==> src/common/fgp_regs.vh <==
// register offsets, field positions and reset values of the flash guard block
`ifndef FGP_REGS_VH
`define FGP_REGS_VH
`define FGP_OFF_CTRL_LO 8'h00
`define FGP_OFF_CTRL_HI 8'h04
`define FGP_OFF_ADDR_LO 8'h08
`define FGP_OFF_ADDR_HI 8'h0C
`define FGP_OFF_DATA_LO 8'h10
`define FGP_OFF_DATA_HI 8'h14
`define FGP_OFF_SECT_LO 8'h18
`define FGP_OFF_SECT_HI 8'h1C
`define FGP_OFF_ERR 8'h20
`define FGP_OFF_FUSE_ACC 8'h24
`define FGP_OFF_FUSE_DIS 8'h28
`define FGP_OFF_FUSE_REN 8'h2C
`define FGP_OFF_FUSE_WPL 8'h30
`define FGP_OFF_FUSE_WPH 8'h34
`define FGP_OFF_VOL_ACC 8'h38
`define FGP_OFF_VOL_WP 8'h3C
`define FGP_OFF_FETCH 8'h40
// control word zero low fields
`define FGP_LO_BUSY 0
`define FGP_LO_BSYNV 1
`define FGP_LO_LOCK 4
// control word zero high fields
`define FGP_HI_WPG 12
`define FGP_HI_DWPG 11
`define FGP_HI_SER 10
`define FGP_HI_SPR 8
`define FGP_HI_SUSPEND_BIT 14
`define FGP_HI_START 15
`define FGP_SEL_MASK 16'h1D00
// error register field
`define FGP_ERR_RES 9
`define FGP_ERR_PROT 1
// access guard fuse fields
`define FGP_ACC_BIT 0
`define FGP_DBG_BIT 1
// fuse target addresses low half, high half is 000E
`define FGP_FA_WPL 16'hDFB4
`define FGP_FA_WPH 16'hDFB6
`define FGP_FA_ACC 16'hDFB8
`define FGP_FA_DIS 16'hDFBC
`define FGP_FA_REN 16'hDFBE
`define FGP_FA_HI 16'h000E
// fetch location codes
`define FGP_LOC_FLASH 2'h0
`define FGP_LOC_INTERNAL_RAM 2'h1
`define FGP_LOC_EXTENSION_RAM 2'h2
`define FGP_LOC_EXT 2'h3
`define FGP_TRAP_NUM 16'h009B
`define FGP_DUMMY 32'h00000000
`define FGP_RESET_FUSE 16'hFFFF
`define FGP_LOCK_CYC 5'h04
`define FGP_OP_CYC 5'h10
`endif

==> src/fgp_flash_guard.v <==
// flash access and write protection with axi4-lite register slave
`timescale 1ns/100ps
`include "fgp_regs.vh"
// Contract
// - guard fuse 0 lets flash data reads only when fetching from flash
// - guard suspended while disable fuse x is 0 and reenable fuse x is 1
// - disable fuse 0 programmable only after debug and access guard fuses are 0
// - disable fuse x programmable only after reenable fuse x-1 is 0
// - guard restored when reenable x is 0 and disable x+1 is 1
// - reenable fuse x programmable only after disable fuse x is 0
// - disable/reenable cycle possible at most sixteen times, one pair each
// - guarded flash writes from ram or external code are discarded
// - guarded flash reads from outside flash give dummy data and trap 009Bh
// - peripheral transfers to guarded flash blocked until temporary unprotect
// - outside code may read control registers but not write them
// - writes to a sector with write guard bit 0 are blocked
// - set-protection writing 1 lifts sector guard in volatile copy only
// - lifted guards return on reset or set-protection writing 0
// - temporary unprotect sets volatile copy, fuse stays 0
// - control registers denied while lock flag bit 4 reads 1
// - double word program ignores address bit two
// - program and erase suspend via suspend bit 0x4000
// - resume with changed select bits aborts and sets resume error flag
// - reset forces protections, then loads three volatile copies once
// - debug guard fuse 0 disables debug, test interface and test modes; here it only clears debug_enable_q
module fgp_flash_guard #(
  parameter SECTORS = 14
) (
  input wire aclk,
  input wire aresetn,
  input wire [7:0] s_axi_awaddr,
  input wire s_axi_awvalid,
  output reg s_axi_awready,
  input wire [31:0] s_axi_wdata,
  input wire [3:0] s_axi_wstrb,
  input wire s_axi_wvalid,
  output reg s_axi_wready,
  output reg [1:0] s_axi_bresp,
  output reg s_axi_bvalid,
  input wire s_axi_bready,
  input wire [7:0] s_axi_araddr,
  input wire s_axi_arvalid,
  output reg s_axi_arready,
  output reg [31:0] s_axi_rdata,
  output reg [1:0] s_axi_rresp,
  output reg s_axi_rvalid,
  input wire s_axi_rready,
  input wire cpu_req,
  input wire cpu_we,
  input wire cpu_pec,
  input wire [SECTORS-1:0] cpu_sector,
  input wire [31:0] flash_rdata,
  output reg cpu_ack,
  output reg [31:0] cpu_rdata,
  output reg cpu_discard,
  output reg trap_req,
  output reg [15:0] trap_num,
  output reg flash_rd,
  output reg flash_wr,
  output reg debug_enable_q
);
  localparam ST_LOAD = 4'b0001;
  localparam ST_IDLE = 4'b0010;
  localparam ST_RUN = 4'b0100;
  localparam ST_SUSPEND_BIT = 4'b1000;

  reg [3:0] state_q;
  reg [15:0] ctrl_hi_q, addr_lo_q, addr_hi_q, data_lo_q, data_hi_q;
  reg [15:0] sect_lo_q, sect_hi_q, err_q;
  reg [15:0] fuse_acc_q, fuse_dis_q, fuse_ren_q, fuse_wpl_q, fuse_wph_q;
  reg vol_acc_q;
  reg [SECTORS-1:0] vol_wp_q;
  reg [1:0] fetch_loc_q;
  reg [15:0] sel_saved_q;
  reg [4:0] lock_cnt_q;
  reg [4:0] op_cnt_q;
  reg [7:0] awaddr_q;
  reg aw_got_q, w_got_q;
  reg [31:0] wdata_q;
  wire [SECTORS-1:0] fuse_wp;
  wire from_flash;
  wire guard_on;
  wire lock;
  reg suspended_guard;
  integer i;

  assign fuse_wp = {fuse_wph_q[SECTORS-11:0], fuse_wpl_q[9:0]};
  assign from_flash = (fetch_loc_q == `FGP_LOC_FLASH);
  assign lock = (lock_cnt_q != 5'h00);

  // guard suspended by any pair that is still in the disabled stage
  always @* begin
    suspended_guard = 1'b0;
    for (i = 0; i < 16; i = i + 1) begin
      if (!fuse_dis_q[i] && fuse_ren_q[i]) begin
        suspended_guard = 1'b1;
      end
    end
  end
  // reenable x with disable x+1 still erased leaves no suspended pair
  assign guard_on = !fuse_acc_q[`FGP_ACC_BIT] && !suspended_guard && !vol_acc_q;

  // one-time programming checks for the disable/reenable chain
  function [15:0] dis_allowed;
    input [15:0] acc;
    input [15:0] ren;
    integer k;
    begin
      dis_allowed[0] = !acc[`FGP_ACC_BIT] && !acc[`FGP_DBG_BIT];
      for (k = 1; k < 16; k = k + 1) begin
        dis_allowed[k] = !ren[k-1];
      end
    end
  endfunction

  wire [15:0] dis_ok = dis_allowed(fuse_acc_q, fuse_ren_q);
  wire [15:0] dis_new = fuse_dis_q & (data_lo_q | ~dis_ok);
  wire [15:0] ren_new = fuse_ren_q & (data_lo_q | fuse_dis_q);

  wire [7:0] waddr = awaddr_q;
  wire wr_fire = aw_got_q && w_got_q && !s_axi_bvalid;
  // only flash-fetched code may write, and not while locked; the fetch register at 0x40 takes any write
  wire wr_ok = from_flash && !lock;
  wire [15:0] wlo = wdata_q[15:0];
  wire start = wr_fire && wr_ok && waddr == `FGP_OFF_CTRL_HI && wlo[`FGP_HI_START] && state_q == ST_IDLE;
  wire suspend_bit = wr_fire && wr_ok && waddr == `FGP_OFF_CTRL_HI && wlo[`FGP_HI_SUSPEND_BIT] && state_q == ST_RUN;
  wire resume = wr_fire && wr_ok && waddr == `FGP_OFF_CTRL_HI && wlo[`FGP_HI_START] && state_q == ST_SUSPEND_BIT;
  wire spr_op = ctrl_hi_q[`FGP_HI_SPR];
  wire suspend_bit_op = ctrl_hi_q[`FGP_HI_WPG] | ctrl_hi_q[`FGP_HI_DWPG] | ctrl_hi_q[`FGP_HI_SER];

  // axi write channel
  always @(posedge aclk) begin
    if (!aresetn) begin
      s_axi_awready <= 1'b1;
      s_axi_wready <= 1'b1;
      s_axi_bvalid <= 1'b0;
      s_axi_bresp <= 2'h0;
      aw_got_q <= 1'b0;
      w_got_q <= 1'b0;
      awaddr_q <= 8'h00;
      wdata_q <= 32'h00000000;
    end else begin
      if (s_axi_awvalid && s_axi_awready) begin
        awaddr_q <= s_axi_awaddr;
        aw_got_q <= 1'b1;
        s_axi_awready <= 1'b0;
      end
      if (s_axi_wvalid && s_axi_wready) begin
        wdata_q <= s_axi_wdata;
        w_got_q <= 1'b1;
        s_axi_wready <= 1'b0;
      end
      if (wr_fire) begin
        s_axi_bvalid <= 1'b1;
        s_axi_bresp <= wr_ok ? 2'h0 : 2'h2;
        aw_got_q <= 1'b0;
        w_got_q <= 1'b0;
      end
      if (s_axi_bvalid && s_axi_bready) begin
        s_axi_bvalid <= 1'b0;
        s_axi_awready <= 1'b1;
        s_axi_wready <= 1'b1;
      end
    end
  end

  // control registers, volatile copies and operation sequencer
  always @(posedge aclk) begin
    if (!aresetn) begin
      state_q <= ST_LOAD;
      ctrl_hi_q <= 16'h0000;
      addr_lo_q <= 16'h0000;
      addr_hi_q <= 16'h0000;
      data_lo_q <= 16'h0000;
      data_hi_q <= 16'h0000;
      sect_lo_q <= 16'h0000;
      sect_hi_q <= 16'h0000;
      err_q <= 16'h0000;
      vol_acc_q <= 1'b0;
      vol_wp_q <= {SECTORS{1'b0}};
      sel_saved_q <= 16'h0000;
      lock_cnt_q <= 5'h00;
      op_cnt_q <= 5'h00;
      fetch_loc_q <= `FGP_LOC_FLASH;
      debug_enable_q <= 1'b0;
    end else begin
      if (lock_cnt_q != 5'h00) begin
        lock_cnt_q <= lock_cnt_q - 5'h01;
      end
      case (state_q)
        ST_LOAD: begin
          // volatile copies follow the fuse cells once after reset
          vol_acc_q <= 1'b0;
          vol_wp_q <= fuse_wp;
          debug_enable_q <= fuse_acc_q[`FGP_DBG_BIT];
          state_q <= ST_IDLE;
        end
        ST_IDLE: begin
          if (start) begin
            sel_saved_q <= ctrl_hi_q & `FGP_SEL_MASK;
            if (ctrl_hi_q[`FGP_HI_DWPG]) begin
              addr_lo_q[2] <= 1'b0;
            end
            lock_cnt_q <= `FGP_LOCK_CYC;
            op_cnt_q <= `FGP_OP_CYC;
            state_q <= ST_RUN;
          end
        end
        ST_RUN: begin
          if (suspend_bit && suspend_bit_op) begin
            state_q <= ST_SUSPEND_BIT;
          end else if (op_cnt_q != 5'h00) begin
            op_cnt_q <= op_cnt_q - 5'h01;
          end else begin
            state_q <= ST_IDLE;
            ctrl_hi_q <= 16'h0000;
            if (ctrl_hi_q[`FGP_HI_SER]) begin
              sect_lo_q <= 16'h0000;
              sect_hi_q <= 16'h0000;
            end
            if (spr_op && addr_hi_q == `FGP_FA_HI) begin
              case (addr_lo_q)
                `FGP_FA_ACC: begin
                  // 1 lifts the volatile copy, 0 programs the fuse
                  vol_acc_q <= data_lo_q[`FGP_ACC_BIT];
                end
                `FGP_FA_WPL: begin
                  vol_wp_q[9:0] <= data_lo_q[9:0] & (fuse_wp[9:0] | data_lo_q[9:0]);
                end
                `FGP_FA_WPH: begin
                  vol_wp_q[SECTORS-1:10] <= data_lo_q[SECTORS-11:0];
                end
                default: begin
                  err_q[`FGP_ERR_PROT] <= (addr_lo_q == `FGP_FA_DIS) && (dis_new != (fuse_dis_q & data_lo_q));
                end
              endcase
            end
          end
        end
        ST_SUSPEND_BIT: begin
          if (resume) begin
            if ((ctrl_hi_q & `FGP_SEL_MASK) != sel_saved_q) begin
              err_q[`FGP_ERR_RES] <= 1'b1;
              ctrl_hi_q <= 16'h0000;
              state_q <= ST_IDLE;
            end else begin
              state_q <= ST_RUN;
            end
          end
        end
        default: state_q <= ST_LOAD;
      endcase
      if (wr_fire && wr_ok) begin
        case (waddr)
          `FGP_OFF_CTRL_HI: if (!start && !resume) ctrl_hi_q <= wlo & ~16'hC000;
          `FGP_OFF_ADDR_LO: addr_lo_q <= wlo;
          `FGP_OFF_ADDR_HI: addr_hi_q <= wlo;
          `FGP_OFF_DATA_LO: data_lo_q <= wlo;
          `FGP_OFF_DATA_HI: data_hi_q <= wlo;
          `FGP_OFF_SECT_LO: sect_lo_q <= wlo;
          `FGP_OFF_SECT_HI: sect_hi_q <= wlo;
          `FGP_OFF_ERR: if (state_q == ST_IDLE) err_q <= 16'h0000;
          default: begin end
        endcase
      end
      if (wr_fire && waddr == `FGP_OFF_FETCH) begin
        fetch_loc_q <= wdata_q[1:0];
      end
    end
  end

  // fuse cells: one-time, bits only go to 0, survive reset
  always @(posedge aclk) begin
    if (state_q == ST_RUN && op_cnt_q == 5'h00 && spr_op && addr_hi_q == `FGP_FA_HI) begin
      case (addr_lo_q)
        `FGP_FA_ACC: fuse_acc_q <= fuse_acc_q & (data_lo_q | 16'hFFFC);
        `FGP_FA_DIS: fuse_dis_q <= dis_new;
        `FGP_FA_REN: fuse_ren_q <= ren_new;
        `FGP_FA_WPL: fuse_wpl_q <= fuse_wpl_q & (data_lo_q | 16'hFC00);
        `FGP_FA_WPH: fuse_wph_q <= fuse_wph_q & (data_lo_q | 16'hFFFC);
        default: fuse_acc_q <= fuse_acc_q;
      endcase
    end
  end
  initial begin
    fuse_acc_q = `FGP_RESET_FUSE;
    fuse_dis_q = `FGP_RESET_FUSE;
    fuse_ren_q = `FGP_RESET_FUSE;
    fuse_wpl_q = `FGP_RESET_FUSE;
    fuse_wph_q = `FGP_RESET_FUSE;
  end

  // axi read channel
  always @(posedge aclk) begin
    if (!aresetn) begin
      s_axi_arready <= 1'b1;
      s_axi_rvalid <= 1'b0;
      s_axi_rdata <= 32'h00000000;
      s_axi_rresp <= 2'h0;
    end else if (s_axi_rvalid) begin
      if (s_axi_rready) begin
        s_axi_rvalid <= 1'b0;
        s_axi_arready <= 1'b1;
      end
    end else if (s_axi_arvalid) begin
      s_axi_arready <= 1'b0;
      s_axi_rvalid <= 1'b1;
      s_axi_rresp <= lock ? 2'h2 : 2'h0;
      s_axi_rdata <= 32'h00000000;
      if (!lock) begin
        case (s_axi_araddr)
          `FGP_OFF_CTRL_LO: s_axi_rdata[15:0] <= {11'h000, lock, 2'h0, state_q[3], state_q[2] | state_q[3]};
          `FGP_OFF_CTRL_HI: s_axi_rdata[15:0] <= ctrl_hi_q | {state_q[3], 15'h0000};
          `FGP_OFF_ADDR_LO: s_axi_rdata[15:0] <= addr_lo_q;
          `FGP_OFF_ADDR_HI: s_axi_rdata[15:0] <= addr_hi_q;
          `FGP_OFF_DATA_LO: s_axi_rdata[15:0] <= data_lo_q;
          `FGP_OFF_DATA_HI: s_axi_rdata[15:0] <= data_hi_q;
          `FGP_OFF_SECT_LO: s_axi_rdata[15:0] <= sect_lo_q;
          `FGP_OFF_SECT_HI: s_axi_rdata[15:0] <= sect_hi_q;
          `FGP_OFF_ERR: s_axi_rdata[15:0] <= err_q;
          `FGP_OFF_FUSE_ACC: s_axi_rdata[15:0] <= fuse_acc_q;
          `FGP_OFF_FUSE_DIS: s_axi_rdata[15:0] <= fuse_dis_q;
          `FGP_OFF_FUSE_REN: s_axi_rdata[15:0] <= fuse_ren_q;
          `FGP_OFF_FUSE_WPL: s_axi_rdata[15:0] <= fuse_wpl_q;
          `FGP_OFF_FUSE_WPH: s_axi_rdata[15:0] <= fuse_wph_q;
          `FGP_OFF_VOL_ACC: s_axi_rdata[0] <= !guard_on;
          `FGP_OFF_VOL_WP: s_axi_rdata[SECTORS-1:0] <= vol_wp_q;
          `FGP_OFF_FETCH: s_axi_rdata[1:0] <= fetch_loc_q;
          default: s_axi_rresp <= 2'h2;
        endcase
      end
    end
  end

  // cpu and peripheral transfer access gate toward the flash array
  always @(posedge aclk) begin
    if (!aresetn) begin
      cpu_ack <= 1'b0;
      cpu_rdata <= 32'h00000000;
      cpu_discard <= 1'b0;
      trap_req <= 1'b0;
      trap_num <= 16'h0000;
      flash_rd <= 1'b0;
      flash_wr <= 1'b0;
    end else begin
      cpu_ack <= cpu_req;
      trap_req <= 1'b0;
      flash_rd <= 1'b0;
      flash_wr <= 1'b0;
      cpu_discard <= 1'b0;
      cpu_rdata <= `FGP_DUMMY;
      if (cpu_req) begin
        if ((guard_on && (cpu_pec || !from_flash)) || state_q == ST_LOAD) begin
          cpu_discard <= 1'b1;
          if (!cpu_we && !cpu_pec) begin
            trap_req <= 1'b1;
            trap_num <= `FGP_TRAP_NUM;
          end
        end else if (cpu_we) begin
          if (|(cpu_sector & ~vol_wp_q)) begin
            cpu_discard <= 1'b1;
          end else begin
            flash_wr <= 1'b1;
          end
        end else begin
          flash_rd <= 1'b1;
          cpu_rdata <= flash_rdata;
        end
      end
    end
  end
endmodule

==> config.mk <==
export PLATFORM = sky130hd
export DESIGN_NAME = fgp_flash_guard
export DESIGN_NICKNAME = d
export VERILOG_FILES = /design/src/fgp_flash_guard.v
export VERILOG_INCLUDE_DIRS = /design/src /design/src/common
export SDC_FILE = /design/constraint.sdc
export NUM_CORES = 1
export LEC_CHECK = 0
export ABC_AREA = 1
export BUFFER_PORTS_ARGS = -buffer_cell sky130_fd_sc_hd__buf_4
export CAP_MARGIN = 20
export CORE_MARGIN = 3
export CORE_UTILIZATION = 45
export CTS_CLUSTER_SIZE = 12
export DETAILED_ROUTE_END_ITERATION = 16
export GPL_TIMING_DRIVEN = 0
export PLACE_DENSITY = 0.73
export SLEW_MARGIN = 20
export SYNTH_ARGS = -nofsm -noshare
export SYNTH_HDL_FRONTEND = slang
export SYNTH_SLANG_ARGS = --single-unit
==> constraint.sdc <==
create_clock -name aclk -period 2.98 [get_ports aclk]
set_clock_uncertainty 0.15 [all_clocks]
set_input_delay 0.447 -clock aclk [delete_from_list [all_inputs] [get_ports aclk]]
set_output_delay 0.447 -clock aclk [all_outputs]
set_load 0.05 [all_outputs]
---- Word-level counts from Yosys, hierarchy flattened ----
Index checks and enable logic that the tools add are counted.
word-level totals
  register bits after elaboration ......... 319
  output and inout port bits .............. 95
  logic and storage cells ................. 333
operators by class
  $add $sub $neg .......................... 2
  equal/unequal tests ..................... 48
  muxes and demuxes ....................... 97
  bitwise gates (word level) .............. 21
  reduce and logical (&&, ||, !) cells .... 123
operators with widths
  cell                    count
  $mux W16                20
  $pmux W12 S14           1
  $and A16 B16 Y16        6
  $eq A16 B16 Y1 const B  5
  $eq A8 B6 Y1 const B    9
  $eq A8 B5 Y1 const B    8
  $or A16 B16 Y16         3
  $logic_not A1 Y1        43
  $mux W1                 43
  $logic_and A1 B1 Y1     42
  $mux W14                3
  $mux W10                4
  $eq A8 B4 Y1 const B    4
  $pmux W1 S16            2
  $pmux W16 S2            1
  $mux W5                 6
  $pmux W14 S2            1
  $reduce_and A2 Y1       13
  $pmux W2 S12            1
  $mux W4                 5
  $reduce_or A17 Y1       1
  $eq A16 B4 Y1 const B   1
  $eq A8 B3 Y1 const B    2
  $eq A8 B7 Y1 const B    2
  other kinds (35)        65

---- Longest topological paths before layout ----
Gate-level depths: netlist of the first run.
  depth in word-level cells ............... 24
  depth in mapped cells ................... 15
  depth with buffers taken out ............ 13

---- Worst setup path after synthesis of the first run ----
OpenSTA, ideal clock, no wires.
  path type ............................... flip-flop to flip-flop
  start ................................... reg state_q[0]
  end ..................................... reg fuse_dis_q[0] (enable)
  library setup time ...................... 409 ps
  arrival time ............................ 2202 ps
  required time ........................... 2421 ps
  slack ................................... 219 ps
  cell stages (with the launch flop) ...... 7
  buffers on the path ..................... 1
  clock period less this slack ............ 2761 ps
  path through ............................ dfxtp_1 nor2_1 nand2_1 inv_1 buf_2 nand3_1 nor3_1
on the way
  longest elaborated chain between the ends .. 5
ends and longest elaborated chain
  element                               RTL line               source
  start, declared                       fgp_flash_guard.v:67   reg [3:0] state_q;
  start signal, assigned                fgp_flash_guard.v:170  state_q <= ST_LOAD;
  start signal, assigned                fgp_flash_guard.v:196  state_q <= ST_IDLE;
  start signal, assigned                fgp_flash_guard.v:206  state_q <= ST_RUN;
  $eq A4 B3 Y1                          fgp_flash_guard.v:274  if (state_q == ST_RUN && op_cnt_q == 5'h00 && spr_op && addr_hi_q == `FGP_FA_HI) begin
  $logic_and A1 B1 Y1 (2 in a row)      fgp_flash_guard.v:274
  $logic_and A1 B1 Y1 (no source line)  --
  $reduce_and A2 Y1 (no source line)    --
  end signal, assigned                  fgp_flash_guard.v:277  `FGP_FA_DIS: fuse_dis_q <= dis_new;
  end, declared                         fgp_flash_guard.v:70   reg [15:0] fuse_acc_q, fuse_dis_q, fuse_ren_q, fuse_wpl_q, fuse_wph_q;
No other way between the ends.
A chain may end at the register's enable or synchronous reset.

---- Worst setup path in the final report of the first run ----
  start ................................... reg state_q[0]
  end ..................................... reg fuse_dis_q[12] (enable)
Same word-level chain as after synthesis.

==> metrics.txt, run 1 <==
# TYPE chip_impl_metric gauge
chip_impl_info{name="hold_path_class",value="in -> reg"} 1
chip_impl_metric{name="count_of_flip_flops_with_a_built_in_enable_after_synthesis",unit=""} 46
chip_impl_metric{name="syn_avg_cell_area",unit="µm²"} 7.21
chip_impl_metric{name="timing.final.setup_violations",unit=""} 0
chip_impl_metric{name="clkLatencyLatePin",unit="ns"} 0.54
chip_impl_metric{name="max_clock_freq",unit="MHz"} 365
chip_impl_metric{name="cts-htree-levels",unit=""} 1
chip_impl_info{name="clock_tree_from_tritoncts",value="built"} 1
chip_impl_metric{name="post_synth_mux_area_share",unit="%"} 0
chip_impl_metric{name="antenna_violating_nets_post_route",unit=""} 0
chip_impl_info{name="grt_setup_unrepaired",value="false"} 1
chip_impl_info{name="synth.most_common_cell",value="sky130_fd_sc_hd__nand2_1"} 1
chip_impl_metric{name="tritonroute_pass_1_iters",unit=""} 5
chip_impl_info{name="synth_top_family_by_area",value="simple AND/OR/NAND/NOR gates"} 1
chip_impl_metric{name="wirelength",unit="mm"} 41.7
chip_impl_metric{name="pin_count_of_the_biggest_net_entering_global_routing",unit=""} 14
chip_impl_info{name="critical_path.endpoint_type",value="flop"} 1
chip_impl_metric{name="placement.cell_area",unit="µm²"} 14900
chip_impl_metric{name="synth-compound-area-share",unit="%"} 14.6
chip_impl_metric{name="post_synthesis_cell_area",unit="µm²"} 13100
chip_impl_metric{name="utilization",unit="%"} 57.1
chip_impl_metric{name="synth_xor_xnor_area_share",unit="%"} 0.333
chip_impl_info{name="synth_common_cells",value="sky130_fd_sc_hd__nand2_1, sky130_fd_sc_hd__inv_1, sky130_fd_sc_hd__dfxtp_1, sky130_fd_sc_hd__nor2_1, sky130_fd_sc_hd__o21ai_0"} 1
chip_impl_metric{name="worst_ep_arrival_time",unit="ns"} 2.82
chip_impl_metric{name="initial_util",unit="%"} 46.5
chip_impl_metric{name="clk_sinks",unit=""} 283
chip_impl_metric{name="core_region_area",unit="µm²"} 28200
chip_impl_info{name="yosys-top-cells-area",value="sky130_fd_sc_hd__dfxtp_1, sky130_fd_sc_hd__edfxtp_1, sky130_fd_sc_hd__nand2_1"} 1
chip_impl_metric{name="netlist.area_leader.share",unit="%"} 36.1
chip_impl_metric{name="synth_seq_cells",unit=""} 283
chip_impl_metric{name="fin_cells",unit=""} 2469
chip_impl_metric{name="numCtsBuffers",unit=""} 29
chip_impl_metric{name="antenna_found_initial",unit=""} 0
chip_impl_info{name="synth-main-ff-cell",value="sky130_fd_sc_hd__dfxtp_1"} 1
chip_impl_metric{name="synth_warnings",unit=""} 0
chip_impl_info{name="run_status",value="complete, no violations"} 1
chip_impl_metric{name="final.period_utilization",unit="%"} 91.9
chip_impl_metric{name="post_drt_wl_per_cell",unit="µm"} 16.9
chip_impl_metric{name="cts_post_setup_buffers_inserted",unit=""} 0
chip_impl_metric{name="gp_congestion",unit=""} 0.982
chip_impl_metric{name="die-area",unit="µm²"} 31300
chip_impl_metric{name="drt-initial-drc-count",unit=""} 1453
chip_impl_metric{name="floorplan.rows",unit=""} 61
chip_impl_metric{name="clock_tree.buffer_depth",unit=""} 3
chip_impl_info{name="path_cells",value="nor2_1, nand2_1, inv_1, buf_2, nand3_1, nor3_4, buf_4"} 1
chip_impl_metric{name="cap_violations",unit=""} 0
chip_impl_metric{name="placed_cells_incl_taps",unit=""} 2383
chip_impl_metric{name="synth_cell_types",unit=""} 42
chip_impl_info{name="synth_area_leader_cell",value="sky130_fd_sc_hd__dfxtp_1"} 1
chip_impl_metric{name="synth_fa_ha_area_share",unit="%"} 0.191
chip_impl_metric{name="antenna_cells",unit=""} 0
chip_impl_metric{name="port-buffer-count",unit=""} 153
chip_impl_metric{name="drc_errors",unit=""} 0
chip_impl_metric{name="p_leak",unit="µW"} 0.00736
chip_impl_metric{name="clkTransAtPathRegs",unit="ns"} 0.06
chip_impl_metric{name="final_period_minus_worst_setup_slack",unit="ns"} 2.74
chip_impl_info{name="critical_path.slowest_cell",value="sky130_fd_sc_hd__nor3_4"} 1
chip_impl_metric{name="setup_tns",unit="ns"} 0
chip_impl_metric{name="track_usage",unit="%"} 25.7
chip_impl_info{name="cp-start-kind",value="flop"} 1
chip_impl_metric{name="grt_pass1_vias",unit=""} 11972
chip_impl_metric{name="global_route_wire_length_before_repair",unit="mm"} 63.5
chip_impl_metric{name="die_x",unit="µm"} 177
chip_impl_info{name="cts-root-buf",value="sky130_fd_sc_hd__clkbuf_16"} 1
chip_impl_metric{name="grt_remaining_overflow",unit=""} 0
chip_impl_metric{name="final_max_slew_viol_count",unit=""} 0
chip_impl_metric{name="worst_rel_slew_slack",unit="%"} 28.9
chip_impl_metric{name="data_required_time_at_the_worst_endpoint",unit="ns"} 3.06
chip_impl_metric{name="nFillCells",unit=""} 2690
chip_impl_metric{name="hpwl",unit="mm"} 31.7
chip_impl_metric{name="yosysSeqAreaShare",unit="%"} 46.6
chip_impl_metric{name="number_of_standard_cells_after_synthesis",unit=""} 1822
chip_impl_metric{name="area_growth",unit="%"} 22.9
chip_impl_metric{name="p_per_area",unit="nW/µm²"} 546
chip_impl_metric{name="design.final.nets",unit=""} 2182
chip_impl_metric{name="final_cell_area",unit="µm²"} 16100
chip_impl_metric{name="report.final.hold_viol_count",unit=""} 0
chip_impl_metric{name="die_h",unit="µm"} 177
chip_impl_metric{name="io_pins",unit=""} 203
chip_impl_metric{name="final_layout_size_suffix_gt1_share",unit="%"} 14.0
chip_impl_metric{name="peak_vdd_ir",unit="mV"} 0.386
chip_impl_metric{name="via_count",unit=""} 12798
chip_impl_metric{name="post_drt_via_cell_ratio",unit=""} 5.18
chip_impl_metric{name="path_max_fanout",unit=""} 10
chip_impl_metric{name="critPathMaxStageDelay",unit="ns"} 0.45
chip_impl_metric{name="yosys.area_share.simple",unit="%"} 25.7
chip_impl_metric{name="worst-slew-pin-transition",unit="ns"} 1.06
chip_impl_metric{name="asyncSetResetFlopFracSynth",unit="%"} 0
chip_impl_info{name="path_class",value="reg -> reg"} 1
cells by family after synthesis:
kind of cell               Yosys count
DFF                                283
AOI/OAI and AO/OA                  366
other                                1
and+or+nand+nor                    780
adders and majority gates            2
buffers and inverters              385
xor gates and xnor gates             5
state kept, by name (all words and copies together), names as in the netlist, 2 cells and up:
name / count
addr_hi_q: 16
addr_lo_q: 16
awaddr_q: 8
cpu_rdata: 32
ctrl_hi_q: 16
data_hi_q: 16
data_lo_q: 16
err_q: 2
fetch_loc_q: 2
fuse_acc_q: 2
fuse_dis_q: 16
fuse_ren_q: 16
fuse_wph_q: 2
fuse_wpl_q: 10
lock_cnt_q: 5
op_cnt_q: 5
s_axi_rdata: 16
sect_hi_q: 16
sect_lo_q: 16
sel_saved_q: 4
state_q: 4
vol_wp_q: 14
wdata_q: 16
through the flow:
step	setup WS, ns	power (µW)	hold slack [ns]
3_5_place_dp	0.0709	5420	0.288
3_3_place_gp	-0.837	5390	0.281
4_1_cts	0.0653	8830	0.00145
2_1_floorplan	0.219	5030	0.274
5_1_grt	0.145	9160	0.0129
6_report	0.240	8800	0.0121
critical path, delay by kind of cell (launching register included):
kind	cells	cell delay [ns]
flip-flops	1	0.31
buffers and inverters	3	0.87
AND/OR/NAND/NOR	4	1.09
layout make-up:
type | count | area, µm² | share of cell area, %
inverter | 281 | 1050 | 6.54
buffer | 104 | 584 | 3.62
clock buffer | 47 | 865 | 5.36
timing repair buffer | 191 | 1530 | 9.47
tap | 378 | 473 | 2.93
sequential | 283 | 6130 | 38.0
clock inverter | 3 | 15.0 | 0.0931
multi-input combinational | 1182 | 5490 | 34.0
final timing paths:
| kind | from | endpoint | slack (ns) | cells after the start |
|---|---|---|---|---|
| setup / recovery | state_q[0]$_SDFFE_PN1P_ | fuse_dis_q[12]$_DFFE_PP_ | 0.24 | 7 |
| hold reg to reg | data_hi_q[1]$_SDFFE_PN0P_ | data_hi_q[1]$_SDFFE_PN0P_ | 0.30 | 2 |
| setup reg to reg | state_q[0]$_SDFFE_PN1P_ | fuse_dis_q[12]$_DFFE_PP_ | 0.24 | 7 |
| hold / removal | cpu_we | flash_wr$_SDFF_PP0_ | 0.01 | 3 |
where the power goes:
group,switching (µW),internal (µW)
logic,830,432
clock network,1440,1960
registers,118,4020
total,2390,6410
repair_timing:
action,CTS,global route
gates resized for setup,0,1
setup endpoints to repair,0,9
endpoints found under the hold margin,36,0
hold buffers,36,0
cell usage in the layout (no fill, tap or decap), drive strengths merged, types with 2 or more instances in the layout:
| cell type | instances |
|---|---|
| and3 | 4 |
| nand3b | 2 |
| xnor2 | 5 |
| clkbuf | 81 |
| inv | 279 |
| dfxtp | 237 |
| nand4 | 52 |
| nor3 | 24 |
| buf | 225 |
| a21oi | 145 |
| o22ai | 13 |
| o211ai | 3 |
| nand2 | 354 |
| a22o | 2 |
| conb | 29 |
| edfxtp | 46 |
| o21ai | 181 |
| clkinv | 5 |
| dlygate4sd3 | 36 |
| a211oi | 17 |
| nor2 | 240 |
| nand3 | 103 |
| ha | 2 |
layer usage:
| layer | up-vias | track usage [%] | share of wire (%) |
|---|---|---|---|
| met2 | 597 | 42.8 | 47 |
| met3 | 75 | 4.18 | 9.8 |
| li1 | 6312 | - | - |
| met4 | 0 | 8.05 | 3.4 |
| met1 | 5814 | 34.2 | 40 |
| met5 | - | 0 | 0 |
Note: power is estimated with default switching activity, not from simulation.
==> inputs of run 2 (changes only) <==
--- a/config.mk
+++ b/config.mk
@@ -10,11 +10,10 @@
 export BUFFER_PORTS_ARGS = -buffer_cell sky130_fd_sc_hd__buf_4
 export CAP_MARGIN = 20
 export CORE_MARGIN = 3
-export CORE_UTILIZATION = 45
+export CORE_UTILIZATION = 50
 export CTS_CLUSTER_SIZE = 12
 export DETAILED_ROUTE_END_ITERATION = 16
-export GPL_TIMING_DRIVEN = 0
-export PLACE_DENSITY = 0.73
+export PLACE_DENSITY = 0.79
 export SLEW_MARGIN = 20
 export SYNTH_ARGS = -nofsm -noshare
 export SYNTH_HDL_FRONTEND = slang
==> run 2 against run 1 <==
Combinational power is 6% lower. Clock-buffer cell count is 1 lower. Critical endpoint is now vol_wp_q[7]$_SDFFE_PN0P_. Total power is 1.6% higher. Final cell count is 4.5% lower. First-iteration DRC count is 2.5% lower. Worst hold slack worse by 0.0067 ns. Largest power group unchanged. Sequential power hardly changed.
==> metrics.txt, run 2 (synthesis gave the netlist of run 1 again) <==
# TYPE chip_impl_metric gauge
chip_impl_metric{name="core_region_area",unit="µm²"} 25500
chip_impl_metric{name="track_usage",unit="%"} 25.5
chip_impl_metric{name="clkTransAtPathRegs",unit="ns"} 0.06
chip_impl_metric{name="grt_pass1_vias",unit=""} 11669
chip_impl_metric{name="path_max_fanout",unit=""} 22
chip_impl_metric{name="antenna_found_initial",unit=""} 0
chip_impl_metric{name="final_max_slew_viol_count",unit=""} 0
chip_impl_metric{name="cts-htree-levels",unit=""} 1
chip_impl_info{name="path_class",value="reg -> reg"} 1
chip_impl_metric{name="nFillCells",unit=""} 2196
chip_impl_metric{name="worst_rel_slew_slack",unit="%"} 56.2
chip_impl_metric{name="die_x",unit="µm"} 168
chip_impl_metric{name="tritonroute_pass_1_iters",unit=""} 7
chip_impl_info{name="run_status",value="complete, no violations"} 1
chip_impl_info{name="clock_tree_from_tritoncts",value="built"} 1
chip_impl_metric{name="cap_violations",unit=""} 0
chip_impl_metric{name="clk_sinks",unit=""} 283
chip_impl_metric{name="die_h",unit="µm"} 168
chip_impl_metric{name="floorplan.rows",unit=""} 58
chip_impl_metric{name="antenna_cells",unit=""} 0
chip_impl_metric{name="data_required_time_at_the_worst_endpoint",unit="ns"} 3.27
chip_impl_metric{name="post_drt_wl_per_cell",unit="µm"} 15.9
chip_impl_metric{name="hpwl",unit="mm"} 26.5
chip_impl_metric{name="io_pins",unit=""} 203
chip_impl_info{name="critical_path.endpoint_type",value="flop"} 1
chip_impl_metric{name="antenna_violating_nets_post_route",unit=""} 0
chip_impl_metric{name="grt_remaining_overflow",unit=""} 0
chip_impl_metric{name="worst_ep_arrival_time",unit="ns"} 2.97
chip_impl_info{name="register_with_the_most_flip_flops",value="cpu_rdata"} 1
chip_impl_metric{name="pin_count_of_the_biggest_net_entering_global_routing",unit=""} 57
chip_impl_info{name="grt_setup_unrepaired",value="false"} 1
chip_impl_metric{name="placement.cell_area",unit="µm²"} 14500
chip_impl_metric{name="post_drt_via_cell_ratio",unit=""} 5.35
chip_impl_info{name="cts-root-buf",value="sky130_fd_sc_hd__clkbuf_16"} 1
chip_impl_metric{name="peak_vdd_ir",unit="mV"} 0.406
chip_impl_info{name="cp-start-kind",value="flop"} 1
chip_impl_metric{name="clock_tree.buffer_depth",unit=""} 3
chip_impl_metric{name="report.final.hold_viol_count",unit=""} 0
chip_impl_metric{name="final_layout_size_suffix_gt1_share",unit="%"} 12.9
chip_impl_metric{name="via_count",unit=""} 12604
chip_impl_metric{name="design.final.nets",unit=""} 2117
chip_impl_metric{name="drc_errors",unit=""} 0
chip_impl_metric{name="initial_util",unit="%"} 51.6
chip_impl_metric{name="critPathMaxStageDelay",unit="ns"} 0.44
chip_impl_info{name="critPathMostFrequentCell",value="sky130_fd_sc_hd__inv_1"} 1
chip_impl_metric{name="final_period_minus_worst_setup_slack",unit="ns"} 2.68
chip_impl_metric{name="timing.final.setup_violations",unit=""} 0
chip_impl_metric{name="numCtsBuffers",unit=""} 30
chip_impl_info{name="hold_path_class",value="in -> reg"} 1
chip_impl_metric{name="largest_register_ffs",unit=""} 32
chip_impl_info{name="critical-path-top-delay-family",value="simple AND/OR/NAND/NOR gates"} 1
chip_impl_info{name="critical_path.slowest_cell",value="sky130_fd_sc_hd__nor3_2"} 1
chip_impl_metric{name="final.period_utilization",unit="%"} 90.0
chip_impl_metric{name="critical_path.n_buffers_inverters",unit=""} 3
chip_impl_metric{name="drt-initial-drc-count",unit=""} 1417
chip_impl_metric{name="p_leak",unit="µW"} 0.00722
chip_impl_metric{name="gp_congestion",unit=""} 0.954
chip_impl_metric{name="area_growth",unit="%"} 20.9
chip_impl_metric{name="clkLatencyLatePin",unit="ns"} 0.56
chip_impl_metric{name="setup_tns",unit="ns"} 0
chip_impl_metric{name="die-area",unit="µm²"} 28200
chip_impl_info{name="mostFrequentLayoutCell",value="sky130_fd_sc_hd__nand2_1"} 1
chip_impl_metric{name="final_cell_area",unit="µm²"} 15900
chip_impl_metric{name="cts_resized",unit=""} 0
chip_impl_info{name="path_cells",value="inv_1, ha_1, inv_2, nor2_4, nand3_4, nor3_2, nand3_1, nand2_1, inv_1, a21oi_1, nor2_1"} 1
chip_impl_metric{name="p_per_area",unit="nW/µm²"} 564
chip_impl_metric{name="wirelength",unit="mm"} 37.5
chip_impl_metric{name="worst-slew-pin-transition",unit="ns"} 0.656
chip_impl_metric{name="max_clock_freq",unit="MHz"} 373
chip_impl_metric{name="port-buffer-count",unit=""} 153
chip_impl_info{name="final_cell_mix",value="sky130_fd_sc_hd__nand2_1, sky130_fd_sc_hd__inv_1, sky130_fd_sc_hd__dfxtp_1"} 1
chip_impl_metric{name="global_route_wire_length_before_repair",unit="mm"} 59.2
-- run 2: changes by cell type in the layout (fill, tap and decap cells not counted), moves of 2 or more --
cell and change:
sky130_fd_sc_hd__nor2_2 -2, sky130_fd_sc_hd__clkbuf_1 -38, sky130_fd_sc_hd__buf_4 -12, sky130_fd_sc_hd__dlygate4sd3_1 +11, sky130_fd_sc_hd__buf_2 -20, sky130_fd_sc_hd__nor2_1 +2, sky130_fd_sc_hd__buf_1 -8, sky130_fd_sc_hd__buf_6 -4
-- run 2: worst paths after layout --
kind / slack (ns) / from / to / cells after the start
max: 0.30 / lock_cnt_q[0]$_SDFF_PN0_ / vol_wp_q[7]$_SDFFE_PN0P_ / 11
min: 0.005 / s_axi_wdata[3] / wdata_q[3]$_SDFFE_PN0P_ / 3
max reg2reg: 0.30 / lock_cnt_q[0]$_SDFF_PN0_ / vol_wp_q[7]$_SDFFE_PN0P_ / 11
min reg2reg: 0.30 / data_hi_q[4]$_SDFFE_PN0P_ / data_hi_q[4]$_SDFFE_PN0P_ / 2
-- run 2: where the power goes --
part | switching (µW) | internal, µW
clock network | 1490 | 2130
registers | 121 | 4020
logic | 792 | 400
-- run 2: final cells by class --
class,instances,area [µm²],share of cell area [%]
Clock inverter,6,57.6,0.363
Timing Repair Buffer,229,1850,11.7
Multi-Input combinational cell,1182,5480,34.5
Clock buffer,46,893,5.63
Tap cell,330,413,2.60
Sequential cell,283,6130,38.6
Inverter,281,1050,6.65
-- run 2: per-stage QoR --
stage          hold slack (ns)  worst slack (ns)  utilization [%]  total power [µW]  std cells
4_1_cts               0.000914             0.318             62.3              8960       2357
6_report               0.00535             0.299             62.3              8950       2357
3_3_place_gp             0.282             0.414             56.7              5310       2258
2_1_floorplan            0.274             0.219                -              5030       1850
3_5_place_dp             0.287             0.343             56.7              5340       2258
5_1_grt                 0.0300            0.0525             62.3              9270       2357
-- run 2: worst reg2reg max path, cell delays in order (launching register included) --
cell and delay, ns:
sky130_fd_sc_hd__dfxtp_1 0.31, sky130_fd_sc_hd__inv_1 0.09, sky130_fd_sc_hd__ha_1 0.18, sky130_fd_sc_hd__inv_2 0.05
sky130_fd_sc_hd__nor2_4 0.14, sky130_fd_sc_hd__nand3_4 0.14, sky130_fd_sc_hd__nor3_2 0.44, sky130_fd_sc_hd__nand3_1 0.19
sky130_fd_sc_hd__nand2_1 0.22, sky130_fd_sc_hd__inv_1 0.34, sky130_fd_sc_hd__a21oi_1 0.26, sky130_fd_sc_hd__nor2_1 0.06
-- run 2: timing repair --
| item | in CTS | in global routing |
|---|---|---|
| setup endpoints to repair | 0 | 0 |
| setup buffers | 0 | 0 |
| hold buffers | 47 | 0 |
| endpoints found under the hold margin | 47 | 0 |
-- run 2: per-layer routing --
layer	GRT usage, %	vias up	wire [µm]
met1	34.1	5724	15100
met2	41.7	616	17200
met4	8.04	0	1090
met5	0	-	0
li1	-	6180	-
met3	5.12	84	4130
==> inputs of run 3 (changes only) <==
--- a/config.mk
+++ b/config.mk
@@ -9,10 +9,11 @@
 export ABC_AREA = 1
 export BUFFER_PORTS_ARGS = -buffer_cell sky130_fd_sc_hd__buf_4
 export CAP_MARGIN = 20
-export CORE_MARGIN = 3
+export CORE_MARGIN = 1
 export CORE_UTILIZATION = 50
 export CTS_CLUSTER_SIZE = 12
 export DETAILED_ROUTE_END_ITERATION = 16
+export MAX_ROUTING_LAYER = met4
 export PLACE_DENSITY = 0.79
 export SLEW_MARGIN = 20
 export SYNTH_ARGS = -nofsm -noshare
==> run 3 against run 2 <==
Highest routed layer unchanged. Global-route usage increased by 2.7 points. Core utilization decreased by 0.89 points. Critical path type unchanged. Total power is 3.7% lower. Clock power fell by 8.6%. Sequential share of layout area up 0.56 points.
==> metrics.txt, run 3 (synthesis gave the netlist of run 1 again) <==
# TYPE chip_impl_metric gauge
chip_impl_metric{name="worst_rel_slew_slack",unit="%"} 56.4
chip_impl_metric{name="die_h",unit="µm"} 164
chip_impl_metric{name="die_x",unit="µm"} 164
chip_impl_metric{name="multi_input_comb_area",unit="µm²"} 5480
chip_impl_metric{name="core_region_area",unit="µm²"} 25500
chip_impl_info{name="register_with_the_most_flip_flops",value="cpu_rdata"} 1
chip_impl_metric{name="global_route.usage.met2",unit="%"} 43.3
chip_impl_metric{name="worst-slew-pin-transition",unit="ns"} 0.654
chip_impl_metric{name="cts_resized",unit=""} 0
chip_impl_metric{name="ff_latch_area",unit="µm²"} 6130
chip_impl_metric{name="clkTransAtPathRegs",unit="ns"} 0.06
chip_impl_info{name="mostFrequentLayoutCell",value="sky130_fd_sc_hd__nand2_1"} 1
chip_impl_info{name="hold_path_class",value="in -> reg"} 1
chip_impl_metric{name="path_max_fanout",unit=""} 22
chip_impl_metric{name="hpwl",unit="mm"} 26.6
chip_impl_metric{name="worst_ep_arrival_time",unit="ns"} 2.82
chip_impl_metric{name="cap_violations",unit=""} 0
chip_impl_metric{name="clkLatencyLatePin",unit="ns"} 0.54
chip_impl_metric{name="cts-htree-levels",unit=""} 1
chip_impl_metric{name="clock_tree.buffer_depth",unit=""} 3
chip_impl_info{name="final_cell_mix",value="sky130_fd_sc_hd__nand2_1, sky130_fd_sc_hd__inv_1, sky130_fd_sc_hd__dfxtp_1"} 1
chip_impl_metric{name="critPathMaxStageDelay",unit="ns"} 0.33
chip_impl_metric{name="io_pins",unit=""} 203
chip_impl_metric{name="grt_pass1_vias",unit=""} 11233
chip_impl_metric{name="share_seq_of_total_power",unit="%"} 48.1
chip_impl_metric{name="via_count",unit=""} 12484
chip_impl_info{name="cp-start-kind",value="flop"} 1
chip_impl_metric{name="drc_errors",unit=""} 0
chip_impl_metric{name="whs",unit="ns"} 0.00657
chip_impl_info{name="grt_most_used_layer",value="met2"} 1
chip_impl_metric{name="power_frac_comb",unit="%"} 13.7
chip_impl_metric{name="grt_use_met3",unit="%"} 5.23
chip_impl_metric{name="antenna_found_initial",unit=""} 0
chip_impl_metric{name="p_per_area",unit="nW/µm²"} 551
chip_impl_metric{name="drt-initial-drc-count",unit=""} 1334
chip_impl_info{name="grt_setup_unrepaired",value="false"} 1
chip_impl_metric{name="final_cell_area",unit="µm²"} 15600
chip_impl_info{name="critical-path-top-delay-family",value="simple AND/OR/NAND/NOR gates"} 1
chip_impl_metric{name="placement.cell_area",unit="µm²"} 14400
chip_impl_metric{name="sw_ratio",unit="%"} 27.3
chip_impl_metric{name="post-place-ws",unit="ns"} 0.473
chip_impl_info{name="run_status",value="complete, no violations"} 1
chip_impl_metric{name="final_layout_size_suffix_gt1_share",unit="%"} 12.5
chip_impl_info{name="critical_path.slowest_cell",value="sky130_fd_sc_hd__inv_1"} 1
chip_impl_metric{name="final_period_minus_worst_setup_slack",unit="ns"} 2.49
chip_impl_metric{name="tritonroute_pass_1_iters",unit=""} 6
chip_impl_metric{name="antenna_cells",unit=""} 0
chip_impl_metric{name="report.final.hold_viol_count",unit=""} 0
chip_impl_metric{name="final.period_utilization",unit="%"} 83.4
chip_impl_info{name="critical_path.endpoint_type",value="flop"} 1
chip_impl_info{name="clock_tree_from_tritoncts",value="built"} 1
chip_impl_metric{name="global_route_wire_length_before_repair",unit="mm"} 57.7
chip_impl_metric{name="timing.final.setup_violations",unit=""} 0
chip_impl_metric{name="worst_slack",unit="ns"} 0.494
chip_impl_metric{name="wirelength",unit="mm"} 37.6
chip_impl_metric{name="numCtsBuffers",unit=""} 29
chip_impl_info{name="path_cells",value="inv_1, ha_1, inv_2, nor2_4, nand3_4, nor3_2, nand3_1, buf_4, nand2_1, inv_1, nand3_1, nand2_1, nor2_1"} 1
chip_impl_metric{name="nFillCells",unit=""} 2242
chip_impl_metric{name="design.final.nets",unit=""} 2105
chip_impl_metric{name="clk_sinks",unit=""} 283
chip_impl_metric{name="largest_register_ffs",unit=""} 32
chip_impl_metric{name="final_max_slew_viol_count",unit=""} 0
chip_impl_metric{name="post_drt_via_cell_ratio",unit=""} 5.33
chip_impl_metric{name="p_leak",unit="µW"} 0.00712
chip_impl_metric{name="gp_congestion",unit=""} 0.942
chip_impl_metric{name="antenna_violating_nets_post_route",unit=""} 0
chip_impl_metric{name="die-area",unit="µm²"} 26900
chip_impl_metric{name="max_clock_freq",unit="MHz"} 402
chip_impl_metric{name="track_usage",unit="%"} 28.2
chip_impl_metric{name="setup_tns",unit="ns"} 0
chip_impl_metric{name="power_frac_clock",unit="%"} 38.2
chip_impl_metric{name="floorplan.rows",unit=""} 58
chip_impl_metric{name="cell_internal_pwr",unit="µW"} 6260
chip_impl_info{name="cts-root-buf",value="sky130_fd_sc_hd__clkbuf_16"} 1
chip_impl_metric{name="pin_count_of_the_biggest_net_entering_global_routing",unit=""} 74
chip_impl_metric{name="port-buffer-count",unit=""} 153
chip_impl_metric{name="met1_usage",unit="%"} 36.7
chip_impl_info{name="path_class",value="reg -> reg"} 1
chip_impl_metric{name="post_drt_wl_per_cell",unit="µm"} 16.0
chip_impl_metric{name="critical_path.n_buffers_inverters",unit=""} 4
chip_impl_metric{name="area_growth",unit="%"} 19.1
chip_impl_metric{name="grt_remaining_overflow",unit=""} 0
chip_impl_metric{name="initial_util",unit="%"} 51.6
chip_impl_metric{name="p_sw",unit="µW"} 2350
chip_impl_metric{name="peak_vdd_ir",unit="mV"} 0.414
chip_impl_metric{name="data_required_time_at_the_worst_endpoint",unit="ns"} 3.31
==> run 3: layout make-up <==
class / instances / share of cell area (%)
Clock buffer: 43 / 5.17
Clock inverter: 4 / 0.136
Inverter: 281 / 6.74
Multi-Input combinational cell: 1182 / 35.0
Sequential cell: 283 / 39.2
Tap cell: 330 / 2.64
Timing Repair Buffer: 218 / 11.1
==> run 3: power groups by stage <==
| stage | combinational [µW] | sequential (µW) | clock, µW |
|---|---|---|---|
| 2_1_floorplan | 751 | 4280 | 0 |
| 3_3_place_gp | 1100 | 4210 | 0 |
| 3_5_place_dp | 1130 | 4220 | 0 |
| 4_1_cts | 1180 | 4130 | 3320 |
| 5_1_grt | 1310 | 4150 | 3480 |
| 6_report | 1180 | 4140 | 3300 |
==> run 3: tightest hold or removal path: stages <==
cell and delay, ns:
sky130_fd_sc_hd__buf_4 0.07, sky130_fd_sc_hd__o21ai_0 0.07, sky130_fd_sc_hd__nor2_1 0.07
==> run 3: timing repair <==
action | 4_1_cts | 5_1_grt
endpoints found under the hold margin | 38 | 0
hold buffers | 38 | 0
buffers inserted | 0 | 0
==> run 3: metal layers <==
layer  wire length [µm]  share of wire, %  vias up
met5                  0                 0        -
met3               3460               9.2       92
met1              15700                42     5679
met2              17000                45      543
li1                   -                 -     6170
met4               1420               3.8        0
==> run 3: worst paths after layout <==
path	end	start	cells after the start	slack, ns
setup / recovery	vol_acc_q$_SDFFE_PN0P_	lock_cnt_q[0]$_SDFF_PN0_	13	0.49
hold reg to reg	data_hi_q[8]$_SDFFE_PN0P_	data_hi_q[8]$_SDFFE_PN0P_	2	0.29
hold / removal	wdata_q[8]$_SDFFE_PN0P_	s_axi_wdata[8]	3	0.007
setup reg to reg	vol_acc_q$_SDFFE_PN0P_	lock_cnt_q[0]$_SDFF_PN0_	13	0.49
==> run 3: per-stage QoR <==
stage | cells | power (µW) | utilization [%]
finish | 2341 | 8620 | 61.4
global route | 2341 | 8940 | 61.4
CTS | 2341 | 8630 | 61.4
detailed placement | 2256 | 5350 | 56.7
global placement | 2256 | 5320 | 56.7
floorplan | 1850 | 5030 | -
